[config.mk]
export PLATFORM = sky130hd
export DESIGN_NAME = acsr_regs
export DESIGN_NICKNAME = d
export VERILOG_FILES = /design/src/acsr_pkg.sv /design/src/acsr_regs.sv
export SDC_FILE = /design/constraint.sdc
export NUM_CORES = 2
export LEC_CHECK = 0
export ABC_AREA = 1
export BUFFER_PORTS_ARGS = -buffer_cell sky130_fd_sc_hd__buf_4
export CAP_MARGIN = 0
export CORE_MARGIN = 4
export CORE_UTILIZATION = 55
export CTS_CLUSTER_SIZE = 30
export DETAILED_ROUTE_END_ITERATION = 16
export PLACE_DENSITY = 0.74
export SKIP_LAST_GASP = 1
export SYNTH_ARGS = -nofsm -noshare
export SYNTH_HDL_FRONTEND = slang
export SYNTH_SLANG_ARGS = --single-unit
[constraint.sdc]
create_clock -name clk_i -period 41.4 [get_ports clk_i]
set_input_delay 4.14 -clock clk_i [delete_from_list [all_inputs] [get_ports clk_i]]
set_output_delay 4.14 -clock clk_i [all_outputs]
set_load 0.02 [all_outputs]
[src/acsr_pkg.sv]
/*
 * Shared constants and carrier types for the transceiver configuration and status register bank.
 * Assumes the op-code byte arrives already shifted in, with its two low bits ignored.
 */
`default_nettype none
package acsr_pkg;
	// op-codes with the two don't-care bits cleared
	localparam logic [7:0] OP_MASK = 8'hFC;
	localparam logic [7:0] OP_MR = 8'h04;
	localparam logic [7:0] OP_WR_TXC = 8'h08;
	localparam logic [7:0] OP_WR_TXF = 8'h0C;
	localparam logic [7:0] OP_WR_RXC = 8'h10;
	localparam logic [7:0] OP_WR_LAB = 8'h14;
	localparam logic [7:0] OP_WR_PLM = 8'h18;
	localparam logic [7:0] OP_WR_PIN = 8'h34;
	localparam logic [7:0] OP_WR_DIV = 8'h38;
	localparam logic [7:0] OP_TX_GO = 8'h40;
	localparam logic [7:0] OP_SR = 8'h44;
	localparam logic [7:0] OP_SET_LAB = 8'h48;
	localparam logic [7:0] OP_RD_TXS = 8'h80;
	localparam logic [7:0] OP_RD_TXC = 8'h84;
	localparam logic [7:0] OP_RD_RXS = 8'h90;
	localparam logic [7:0] OP_RD_RXC = 8'h94;
	localparam logic [7:0] OP_RD_LAB = 8'h98;
	localparam logic [7:0] OP_RD_PLM = 8'h9C;
	localparam logic [7:0] OP_RD_FIFO = 8'hA0;
	localparam logic [7:0] OP_RD_MB = 8'hA4;
	localparam logic [7:0] OP_RD_PIN = 8'hD0;
	localparam logic [7:0] OP_RD_DIV = 8'hD4;
	// receiver two op-codes sit at these distances from receiver one; mailbox op-codes sit MB_STEP apart
	localparam logic [7:0] RX2_WR_STEP = 8'h14;
	localparam logic [7:0] RX2_RD_STEP = 8'h20;
	localparam logic [7:0] SET_LAB_STEP = 8'h04;
	localparam logic [7:0] MB_STEP = 8'h04;
	// receiver control fields
	localparam int RC_FLIP = 7;
	localparam int RC_SD9 = 6;
	localparam int RC_SRC_DEST_COMPARE_HI = 5;
	localparam int RC_SRC_DEST_FILTER_ENABLE = 4;
	localparam int RC_PAR = 3;
	localparam int RC_LABF = 2;
	localparam int RC_PRIORITY_CAPTURE_ENABLE = 1;
	localparam int CTL_RATE = 0;
	// transmit control fields
	localparam int TC_FLOAT = 7;
	localparam int TC_FLIP = 6;
	localparam int TC_AUTO = 5;
	localparam int TC_LOOP = 4;
	localparam int TC_SENSE = 3;
	localparam int TC_PINS = 2;
	// divider keeps only bits 4..1
	localparam logic [7:0] DIV_MASK = 8'h1E;
	localparam logic [4:0] DIV_UNITY = 5'h01;
	// pin assignment: receiver n flag field at 4n, event field at 4n+2
	localparam int PIN_FLAG_LSB = 0;
	localparam int PIN_INT_LSB = 2;
	localparam int PIN_RX_STEP = 4;
	localparam logic [1:0] FLAG_EMPTY = 2'b00;
	localparam logic [1:0] FLAG_FULL = 2'b01;
	localparam logic [1:0] FLAG_HALF = 2'b10;
	localparam logic [1:0] INT_ANY = 2'b00;
	// queue levels in words and transfer lengths in bytes
	localparam logic [5:0] Q_FULL = 6'h20;
	localparam logic [5:0] Q_HALF = 6'h10;
	localparam logic [5:0] LEN_WORD = 6'h04;
	localparam logic [5:0] LEN_LAB = 6'h20;
	localparam logic [5:0] LEN_PLM = 6'h03;
	localparam int N_MB = 3;

	typedef struct packed {
		logic valid;
		logic [31:0] word;
	} acsr_word_t;

	typedef struct packed {
		logic [1:0][7:0] rx_ctl;
		logic [7:0] tx_ctl;
		logic [7:0] div;
		logic [7:0] pin;
		logic [1:0][255:0] lab;
		logic [1:0][2:0][7:0] match;
		logic [1:0][2:0][23:0] mbox;
		logic [1:0][2:0] capt;
		logic [7:0] op;
		logic [5:0] cnt;
		logic [31:0] word;
		logic [7:0] rd_byte;
		logic tx_go;
		logic [31:0] tx_word;
		acsr_word_t [1:0] rx_push;
		acsr_word_t tx_push;
		logic [1:0] ev;
		logic clr;
	} acsr_state_t;
endpackage
`default_nettype wire

[src/acsr_regs.sv]
/*
 * Configuration and status register bank of a two-receiver, one-transmitter serial avionics transceiver.
 * Assumes an SPI shifter on clk_i that presents the op-code, then each written byte, and asks for each read byte after the first;
 * validated receive words, queue fill counts and a show-ahead queue head all come from logic on clk_i.
 * Word bit 0 is the first bit on the line (label MSB); word bit 31 is the last (parity).
 */
`default_nettype none
module acsr_regs
	import acsr_pkg::*;
(
	input wire logic clk_i,
	input wire logic rst_i,
	input wire logic op_start_i,
	input wire logic [7:0] op_code_i,
	input wire logic wr_byte_valid_i,
	input wire logic [7:0] wr_byte_i,
	input wire logic rd_byte_req_i,
	output logic [7:0] rd_byte_o,
	input wire acsr_word_t [1:0] rx_word_i,
	input wire logic [1:0][5:0] rx_count_i,
	input wire logic [1:0][31:0] rx_head_i,
	output logic [1:0] rx_pop_o,
	output acsr_word_t [1:0] rx_push_o,
	input wire logic [5:0] tx_count_i,
	input wire logic tx_load_i,
	input wire logic [31:0] tx_head_i,
	output logic [31:0] tx_word_o,
	output acsr_word_t tx_push_o,
	output logic tx_send_enable_o,
	output logic fifo_clear_o,
	output logic driver_float_o,
	output logic driver_null_o,
	output logic loopback_test_o,
	output logic [1:0] rx_rate_low_o,
	output logic tx_rate_low_o,
	output logic [4:0] ref_div_ratio_o,
	output logic rx_one_event_pulse_o,
	output logic rx_two_event_pulse_o,
	output logic rx_one_level_out_o,
	output logic rx_two_level_out_o
);
	acsr_state_t st_reg;
	acsr_state_t st_next;
	logic [1:0][7:0] rx_stat;
	logic [7:0] tx_stat;
	logic [1:0] level_out;

	function automatic logic [7:0] rev8(input logic [7:0] v);
		logic [7:0] r;
		r = '0;
		for (int i = 0; i < 8; i++) begin
			r[i] = v[7 - i];
		end
		return r;
	endfunction

	function automatic logic [2:0] levels(input logic [5:0] c);
		return {c == Q_FULL, c >= Q_HALF, c == 6'h00};
	endfunction

	function automatic logic flag_sel(input logic [1:0] code, input logic [5:0] c);
		logic [2:0] l;
		l = levels(c);
		case (code)
			FLAG_EMPTY: return l[0];
			FLAG_FULL: return l[2];
			FLAG_HALF: return l[1];
			default: return !l[0];
		endcase
	endfunction

	// byte k of a read transfer; out-of-range bytes read as zero
	function automatic logic [7:0] read_byte(input acsr_state_t s, input logic [7:0] o, input logic [5:0] k,
			input logic [31:0] w);
		logic [7:0] b;
		logic [7:0] d;
		b = '0;
		if (o == OP_RD_TXS && k == 6'h00) b = tx_stat;
		if (o == OP_RD_TXC && k == 6'h00) b = s.tx_ctl;
		if (o == OP_RD_PIN && k == 6'h00) b = s.pin;
		if (o == OP_RD_DIV && k == 6'h00) b = s.div;
		for (int n = 0; n < 2; n++) begin
			d = n[0] ? RX2_RD_STEP : 8'h00;
			if (o == 8'(OP_RD_RXS + d) && k == 6'h00) b = rx_stat[n];
			if (o == 8'(OP_RD_RXC + d) && k == 6'h00) b = s.rx_ctl[n];
			if (o == 8'(OP_RD_LAB + d) && k < LEN_LAB) b = s.lab[n][{~k[4:0], 3'b000} +: 8];
			if (o == 8'(OP_RD_PLM + d) && k < LEN_PLM) b = s.match[n][2'd2 - k[1:0]];
			if (o == 8'(OP_RD_FIFO + d) && k < LEN_WORD) b = w[{~k[1:0], 3'b000} +: 8];
			for (int m = 0; m < N_MB; m++) begin
				if (o == 8'(OP_RD_MB + d + 8'(m) * MB_STEP) && k < LEN_PLM) begin
					b = s.mbox[n][m][{2'd2 - k[1:0], 3'b000} +: 8];
				end
			end
		end
		return b;
	endfunction

	always_comb begin
		tx_stat = {5'b00000, levels(tx_count_i)};
		for (int n = 0; n < 2; n++) begin
			rx_stat[n] = {2'b00, st_reg.capt[n], levels(rx_count_i[n])};
			level_out[n] = flag_sel(st_reg.pin[n * PIN_RX_STEP + PIN_FLAG_LSB +: 2], rx_count_i[n]);
		end
	end

	logic [7:0] op_in;
	assign op_in = op_code_i & OP_MASK;

	always_comb begin
		logic [7:0] d;
		logic [7:0] wd;
		logic [7:0] lbl;
		logic [31:0] w;
		logic [31:0] fw;
		logic [5:0] k;
		logic sd_ok;
		logic fifo_ok;
		logic [2:0] hit;
		logic [1:0] code;
		d = '0;
		wd = '0;
		lbl = '0;
		w = '0;
		fw = st_reg.word;
		k = st_reg.cnt;
		sd_ok = 1'b0;
		fifo_ok = 1'b0;
		hit = '0;
		code = '0;
		st_next = st_reg;
		st_next.rx_push = '0;
		st_next.tx_push = '0;
		st_next.ev = '0;
		st_next.clr = 1'b0;
		rx_pop_o = '0;
		// manual send ends once the queue has drained
		if (tx_count_i == 6'h00) st_next.tx_go = 1'b0;
		// bytes of the current transfer
		if (wr_byte_valid_i) begin
			st_next.cnt = (k == 6'h3F) ? k : 6'(k + 6'h01);
			if (st_reg.op == OP_WR_TXC && k == 6'h00) st_next.tx_ctl = wr_byte_i;
			if (st_reg.op == OP_WR_PIN && k == 6'h00) st_next.pin = wr_byte_i;
			if (st_reg.op == OP_WR_DIV && k == 6'h00) st_next.div = wr_byte_i & DIV_MASK;
			if (st_reg.op == OP_WR_TXF && k < LEN_WORD) begin
				st_next.word = {st_reg.word[23:0], wr_byte_i};
				if (k == 6'(LEN_WORD - 6'h01)) st_next.tx_push = {1'b1, st_reg.word[23:0], wr_byte_i};
			end
			for (int n = 0; n < 2; n++) begin
				wd = n[0] ? RX2_WR_STEP : 8'h00;
				if (st_reg.op == 8'(OP_WR_RXC + wd) && k == 6'h00) st_next.rx_ctl[n] = wr_byte_i;
				if (st_reg.op == 8'(OP_WR_LAB + wd) && k < LEN_LAB) begin
					st_next.lab[n][{~k[4:0], 3'b000} +: 8] = wr_byte_i;
				end
				if (st_reg.op == 8'(OP_WR_PLM + wd) && k < LEN_PLM) st_next.match[n][2'd2 - k[1:0]] = wr_byte_i;
			end
		end
		// read bytes are fetched one ahead so the shifter always finds the next one ready
		if (rd_byte_req_i) begin
			st_next.cnt = (k == 6'h3F) ? k : 6'(k + 6'h01);
			st_next.rd_byte = read_byte(st_reg, st_reg.op, 6'(k + 6'h01), st_reg.word);
		end
		if (op_start_i) begin
			st_next.op = op_in;
			st_next.cnt = '0;
			for (int n = 0; n < 2; n++) begin
				d = n[0] ? RX2_RD_STEP : 8'h00;
				if (op_in == 8'(OP_RD_FIFO + d)) begin
					rx_pop_o[n] = rx_count_i[n] != 6'h00;
					fw = rx_head_i[n];
					st_next.word = rx_head_i[n];
				end
				for (int m = 0; m < N_MB; m++) begin
					if (op_in == 8'(OP_RD_MB + d + 8'(m) * MB_STEP)) st_next.capt[n][m] = 1'b0;
				end
				if (op_in == 8'(OP_SET_LAB + (n[0] ? SET_LAB_STEP : 8'h00))) st_next.lab[n] = '1;
			end
			st_next.rd_byte = read_byte(st_reg, op_in, 6'h00, fw);
			if (op_in == OP_TX_GO && !st_reg.tx_ctl[TC_AUTO]) st_next.tx_go = 1'b1;
			if (op_in == OP_SR) begin
				st_next.mbox = '0;
				st_next.capt = '0;
				st_next.clr = 1'b1;
			end
			if (op_in == OP_MR) begin
				st_next = '0;
				st_next.clr = 1'b1;
			end
		end
		// word handed to the serialiser, taken after the flip and parity stages
		if (tx_load_i) begin
			w = tx_head_i;
			if (st_reg.tx_ctl[TC_FLIP]) w[7:0] = rev8(tx_head_i[7:0]);
			if (st_reg.tx_ctl[TC_PINS]) w[31] = st_reg.tx_ctl[TC_SENSE] ^ ~(^tx_head_i[30:0]);
			st_next.tx_word = w;
		end
		// receive words: handled after the host so a capture beats a clear in the same cycle
		for (int n = 0; n < 2; n++) begin
			w = rx_word_i[n].word;
			if (st_reg.rx_ctl[n][RC_FLIP]) w[7:0] = rev8(rx_word_i[n].word[7:0]);
			if (st_reg.rx_ctl[n][RC_PAR]) w[31] = ~(^rx_word_i[n].word);
			lbl = w[7:0];
			sd_ok = !st_reg.rx_ctl[n][RC_SRC_DEST_FILTER_ENABLE] ||
				(w[8] == st_reg.rx_ctl[n][RC_SD9] && w[9] == st_reg.rx_ctl[n][RC_SRC_DEST_COMPARE_HI]);
			fifo_ok = rx_word_i[n].valid && sd_ok && (!st_reg.rx_ctl[n][RC_LABF] || st_reg.lab[n][lbl]);
			for (int m = 0; m < N_MB; m++) begin
				// match values are compared as written, never flipped
				hit[m] = rx_word_i[n].valid && sd_ok && st_reg.rx_ctl[n][RC_PRIORITY_CAPTURE_ENABLE] &&
					lbl == st_reg.match[n][m];
				if (hit[m]) begin
					st_next.mbox[n][m] = w[31:8];
					st_next.capt[n][m] = 1'b1;
				end
			end
			st_next.rx_push[n] = {fifo_ok, w};
			code = st_reg.pin[n * PIN_RX_STEP + PIN_INT_LSB +: 2];
			st_next.ev[n] = (code == INT_ANY) ? (fifo_ok || |hit) : hit[code - 2'd1];
		end
	end

	always_ff @(posedge clk_i or posedge rst_i) begin
		if (rst_i) begin
			st_reg <= '0;
		end else begin
			st_reg <= st_next;
		end
	end

	assign rd_byte_o = st_reg.rd_byte;
	assign rx_push_o = st_reg.rx_push;
	assign tx_push_o = st_reg.tx_push;
	assign tx_word_o = st_reg.tx_word;
	assign tx_send_enable_o = st_reg.tx_ctl[TC_AUTO] || st_reg.tx_go;
	assign fifo_clear_o = st_reg.clr;
	assign driver_float_o = st_reg.tx_ctl[TC_FLOAT];
	// loopback keeps test words off the bus and makes the receivers listen to the transmitter only
	assign driver_null_o = st_reg.tx_ctl[TC_LOOP];
	assign loopback_test_o = st_reg.tx_ctl[TC_LOOP];
	assign rx_rate_low_o = {st_reg.rx_ctl[1][CTL_RATE], st_reg.rx_ctl[0][CTL_RATE]};
	assign tx_rate_low_o = st_reg.tx_ctl[CTL_RATE];
	assign ref_div_ratio_o = (st_reg.div == 8'h00) ? DIV_UNITY : st_reg.div[4:0];
	assign rx_one_event_pulse_o = st_reg.ev[0];
	assign rx_two_event_pulse_o = st_reg.ev[1];
	assign rx_one_level_out_o = level_out[0];
	assign rx_two_level_out_o = level_out[1];
endmodule
`default_nettype wire

==> results.md <==
* Largest net degree at the start of global routing at 186
* Top cells by count, synth: 1444 x o21ai_0, 1329 x inv_1, 1031 x nand2_1
* Die width at 334 um
* Average size of a mapped cell at 7.02 um2
* DRC viols at 0
* Post-route clock period utilization at 0.241
* Iter 0 DRT Violations at 8822
* Max transition margin at 0.133
* Syn_nets at 8510
* Worst Setup End Kind: output port
* Clock latency on the worst-skew pair at 0.74 ns
* Synth area leader: dfrtp_1
* Top cell type's share of synthesized area at 0.402
* Syn Inst Count at 8299
* Syn. warnings at 0
* Setup CP Type: in -> out
* Worst Setup Start Kind: input pin
* DR vias at 60800
* Fillers at 9938
* Critical Path RT at 37.26 ns
* Clock Sinks at 937
* Tot Pwr at 3.30 mW
* Starting Density at 0.554
* Port Buffers at 357
* Hold Path Class: reg -> reg
* Post-route ant nets at 0
* Footprint of the multi-input gates at 26400 um2
* Net switching power at 1.28 mW
* Sw Ratio at 0.389
* IO Pins at 360
* Power per standard cell area at 51.5 nW/um2
* Total iterations of the first detailed-routing run at 7
* CTS Hold Bufs at 0
* Maximum vdd drop at 42.0 uV
* Seq/Total Area, Yosys at 0.402
* R2R Path Start: st_reg[175]
* EDFF count, synth at 0
* Htree depth at 3
* Routability cong. at 1.05
* Setup TNS at 0 ns
* Post-Route WL at 255000 um
* Overflow after GRT at 0
* Root buffer cell: clkbuf_16
* RSZ-0062 raised after global routing: false
* Least-Margin Pin Slew at 1.29 ns
* Cell Area, Synth at 58300 um2
* CTS buffer count at 105
* Worst setup path end: rx_two_level_out_o
* Max FO, Critical Path at 3
* Flop-to-flop setup slack at 35.79 ns
* Layout cells sized above 1 at 0.0958
* Max_cap viols at 0
* Min cycle time layout at 9.99 ns
* Global Route Usage Sum at 0.441
* Top_reg_cell synth: dfrtp_1
* Routed vias/inst at 6.28
* Clock Skew at 0.0502 ns
* Achievable Freq at 100 MHz
* Cell Int Power at 2.02 mW
* Core footprint at 105000 um2
* Area growth from synthesis to layout at 9.87%
* Vias in the first global route at 55900
* Final hold violation count at 0
* WL per Instance at 26.3 um
* First-pass GRT wire length at 369000 um
* # nets final at 8400
* Crit Reg-Reg Endpoint: rd_byte_o[6]
* Placed Instances at 9473
* Worst Setup SP: rx_count_i[7]
* Chip height at 334 um
* Count of pins over their slew limit at 0
* Clock buffer depth at 3
* Synth Register Bits at 937
* Post-CTS Setup Bufs at 0
* Hold_sp: tx_word_o[19]
* Status: finished clean
* Post-synthesis cell type count at 55
* Sequential share of power at 0.369
* PostCTS Resize Cnt at 0
* Synth area leaders: dfrtp_1 40%, o21ai_0 12%, inv_1 8.6%
* Max reg flops at 784
* CP arrival at 5.85 ns
* CTS tree: yes
* Die Footprint at 111000 um2
* Asr flop ratio synth at 1.00
* Register area at 23500 um2
* Row count at 119
* R2r worst-path depth at 21
* Leakage at 30.9 nW
* Initial antenna violation count at 12
* Logic pwr share at 0.324
* Final setup fails at 0
* CTS clk-pin slew, worst paths at 0.06 ns
* Fin cells at 9679
* Detailed Place HPWL at 172000 um
* Clock share of power at 0.306
* Top-count cell post-synth: o21ai_0
[layer usage]
layer,up-vias,part of all wire,global-route usage
li1,26800,-,-
met1,28600,0.36,0.557
met2,4368,0.43,0.656
met3,1040,0.11,0.100
met4,12,0.096,0.344
met5,-,0.00029,0
[how the worst min path moves through the flow]
stage | depth (start not counted) | slack (ns) | end
global placement | 2 | 0.49 | st_reg[197]
global route | 2 | 0.52 | tx_word_o[22]
detailed placement | 2 | 0.49 | tx_word_o[19]
CTS | 2 | 0.51 | tx_word_o[19]
finish | 2 | 0.50 | tx_word_o[19]
floorplan | 2 | 0.45 | rd_byte_o[2]
[worst max-delay path: stages]
cell,delay [ns]
buf_4,0.11
nor4_1,0.65
nand3b_1,0.36
nor2_1,0.17
a211oi_1,0.06
nor2_1,0.18
buf_4,0.18
[cells by family after synthesis]
| logic type | share of synthesized area |
|---|---|
| AO/OA/AOI/OAI | 0.241 |
| adder cells (fa/ha/maj) | 0.00193 |
| flip-flops | 0.402 |
| multiplexers | 0.000343 |
| XOR/XNOR | 0.0216 |
| buffers and inverters | 0.146 |
| AND/OR/NAND/NOR | 0.186 |
[area by class of cell]
type,instances,share of cell area
clock inverter,46,0.00936
multi-input combinational,5289,0.412
inverter,1398,0.0824
sequential,937,0.366
timing repair buffer,458,0.0547
clock buffer,152,0.0482
tap,1391,0.0272
antenna,8,0.000313
[stage by stage]
step / utilization / cell area, um2 / setup WS (ns) / hold slack, ns
global route: 0.608 / 64000 / 31.35 / 0.521
detailed placement: 0.573 / 60300 / 31.51 / 0.489
floorplan: - / 58300 / 10.91 / 0.450
finish: 0.608 / 64000 / 31.41 / 0.503
global placement: 0.573 / 60300 / 31.56 / 0.486
CTS: 0.608 / 64000 / 31.50 / 0.505
[power by group through the flow]
stage / Sequential, mW / Combinational (mW) / Clock [mW]
floorplan: 1.19 / 0.715 / 0
global placement: 1.22 / 1.01 / 0
detailed placement: 1.23 / 1.02 / 0
CTS: 1.21 / 1.03 / 1.01
global route: 1.23 / 1.16 / 1.05
finish: 1.22 / 1.07 / 1.01
[cells in the final DEF (no fill, tap or decap), types with 25 or more instances in the layout]
| cell | netlist | layout |
|---|---|---|
| clkinv_2 | 0 | 27 |
| clkbuf_16 | 0 | 105 |
| nand3_1 | 557 | 557 |
| nor2_1 | 771 | 764 |
| buf_4 | 145 | 453 |
| nand2_1 | 1031 | 1031 |
| nand4_1 | 46 | 46 |
| inv_1 | 1329 | 1322 |
| nor2_2 | 26 | 29 |
| xor2_1 | 64 | 64 |
| inv_2 | 59 | 57 |
| clkbuf_8 | 0 | 28 |
| dfrtp_1 | 937 | 936 |
| o211ai_1 | 233 | 233 |
| a21oi_1 | 598 | 598 |
| o32ai_1 | 25 | 25 |
| o22ai_1 | 124 | 124 |
| o21ai_0 | 1444 | 1444 |
| o21ai_1 | 56 | 56 |
| xnor2_1 | 80 | 80 |
| nor3_1 | 70 | 69 |
Note: power is estimated with default switching activity, not from simulation.
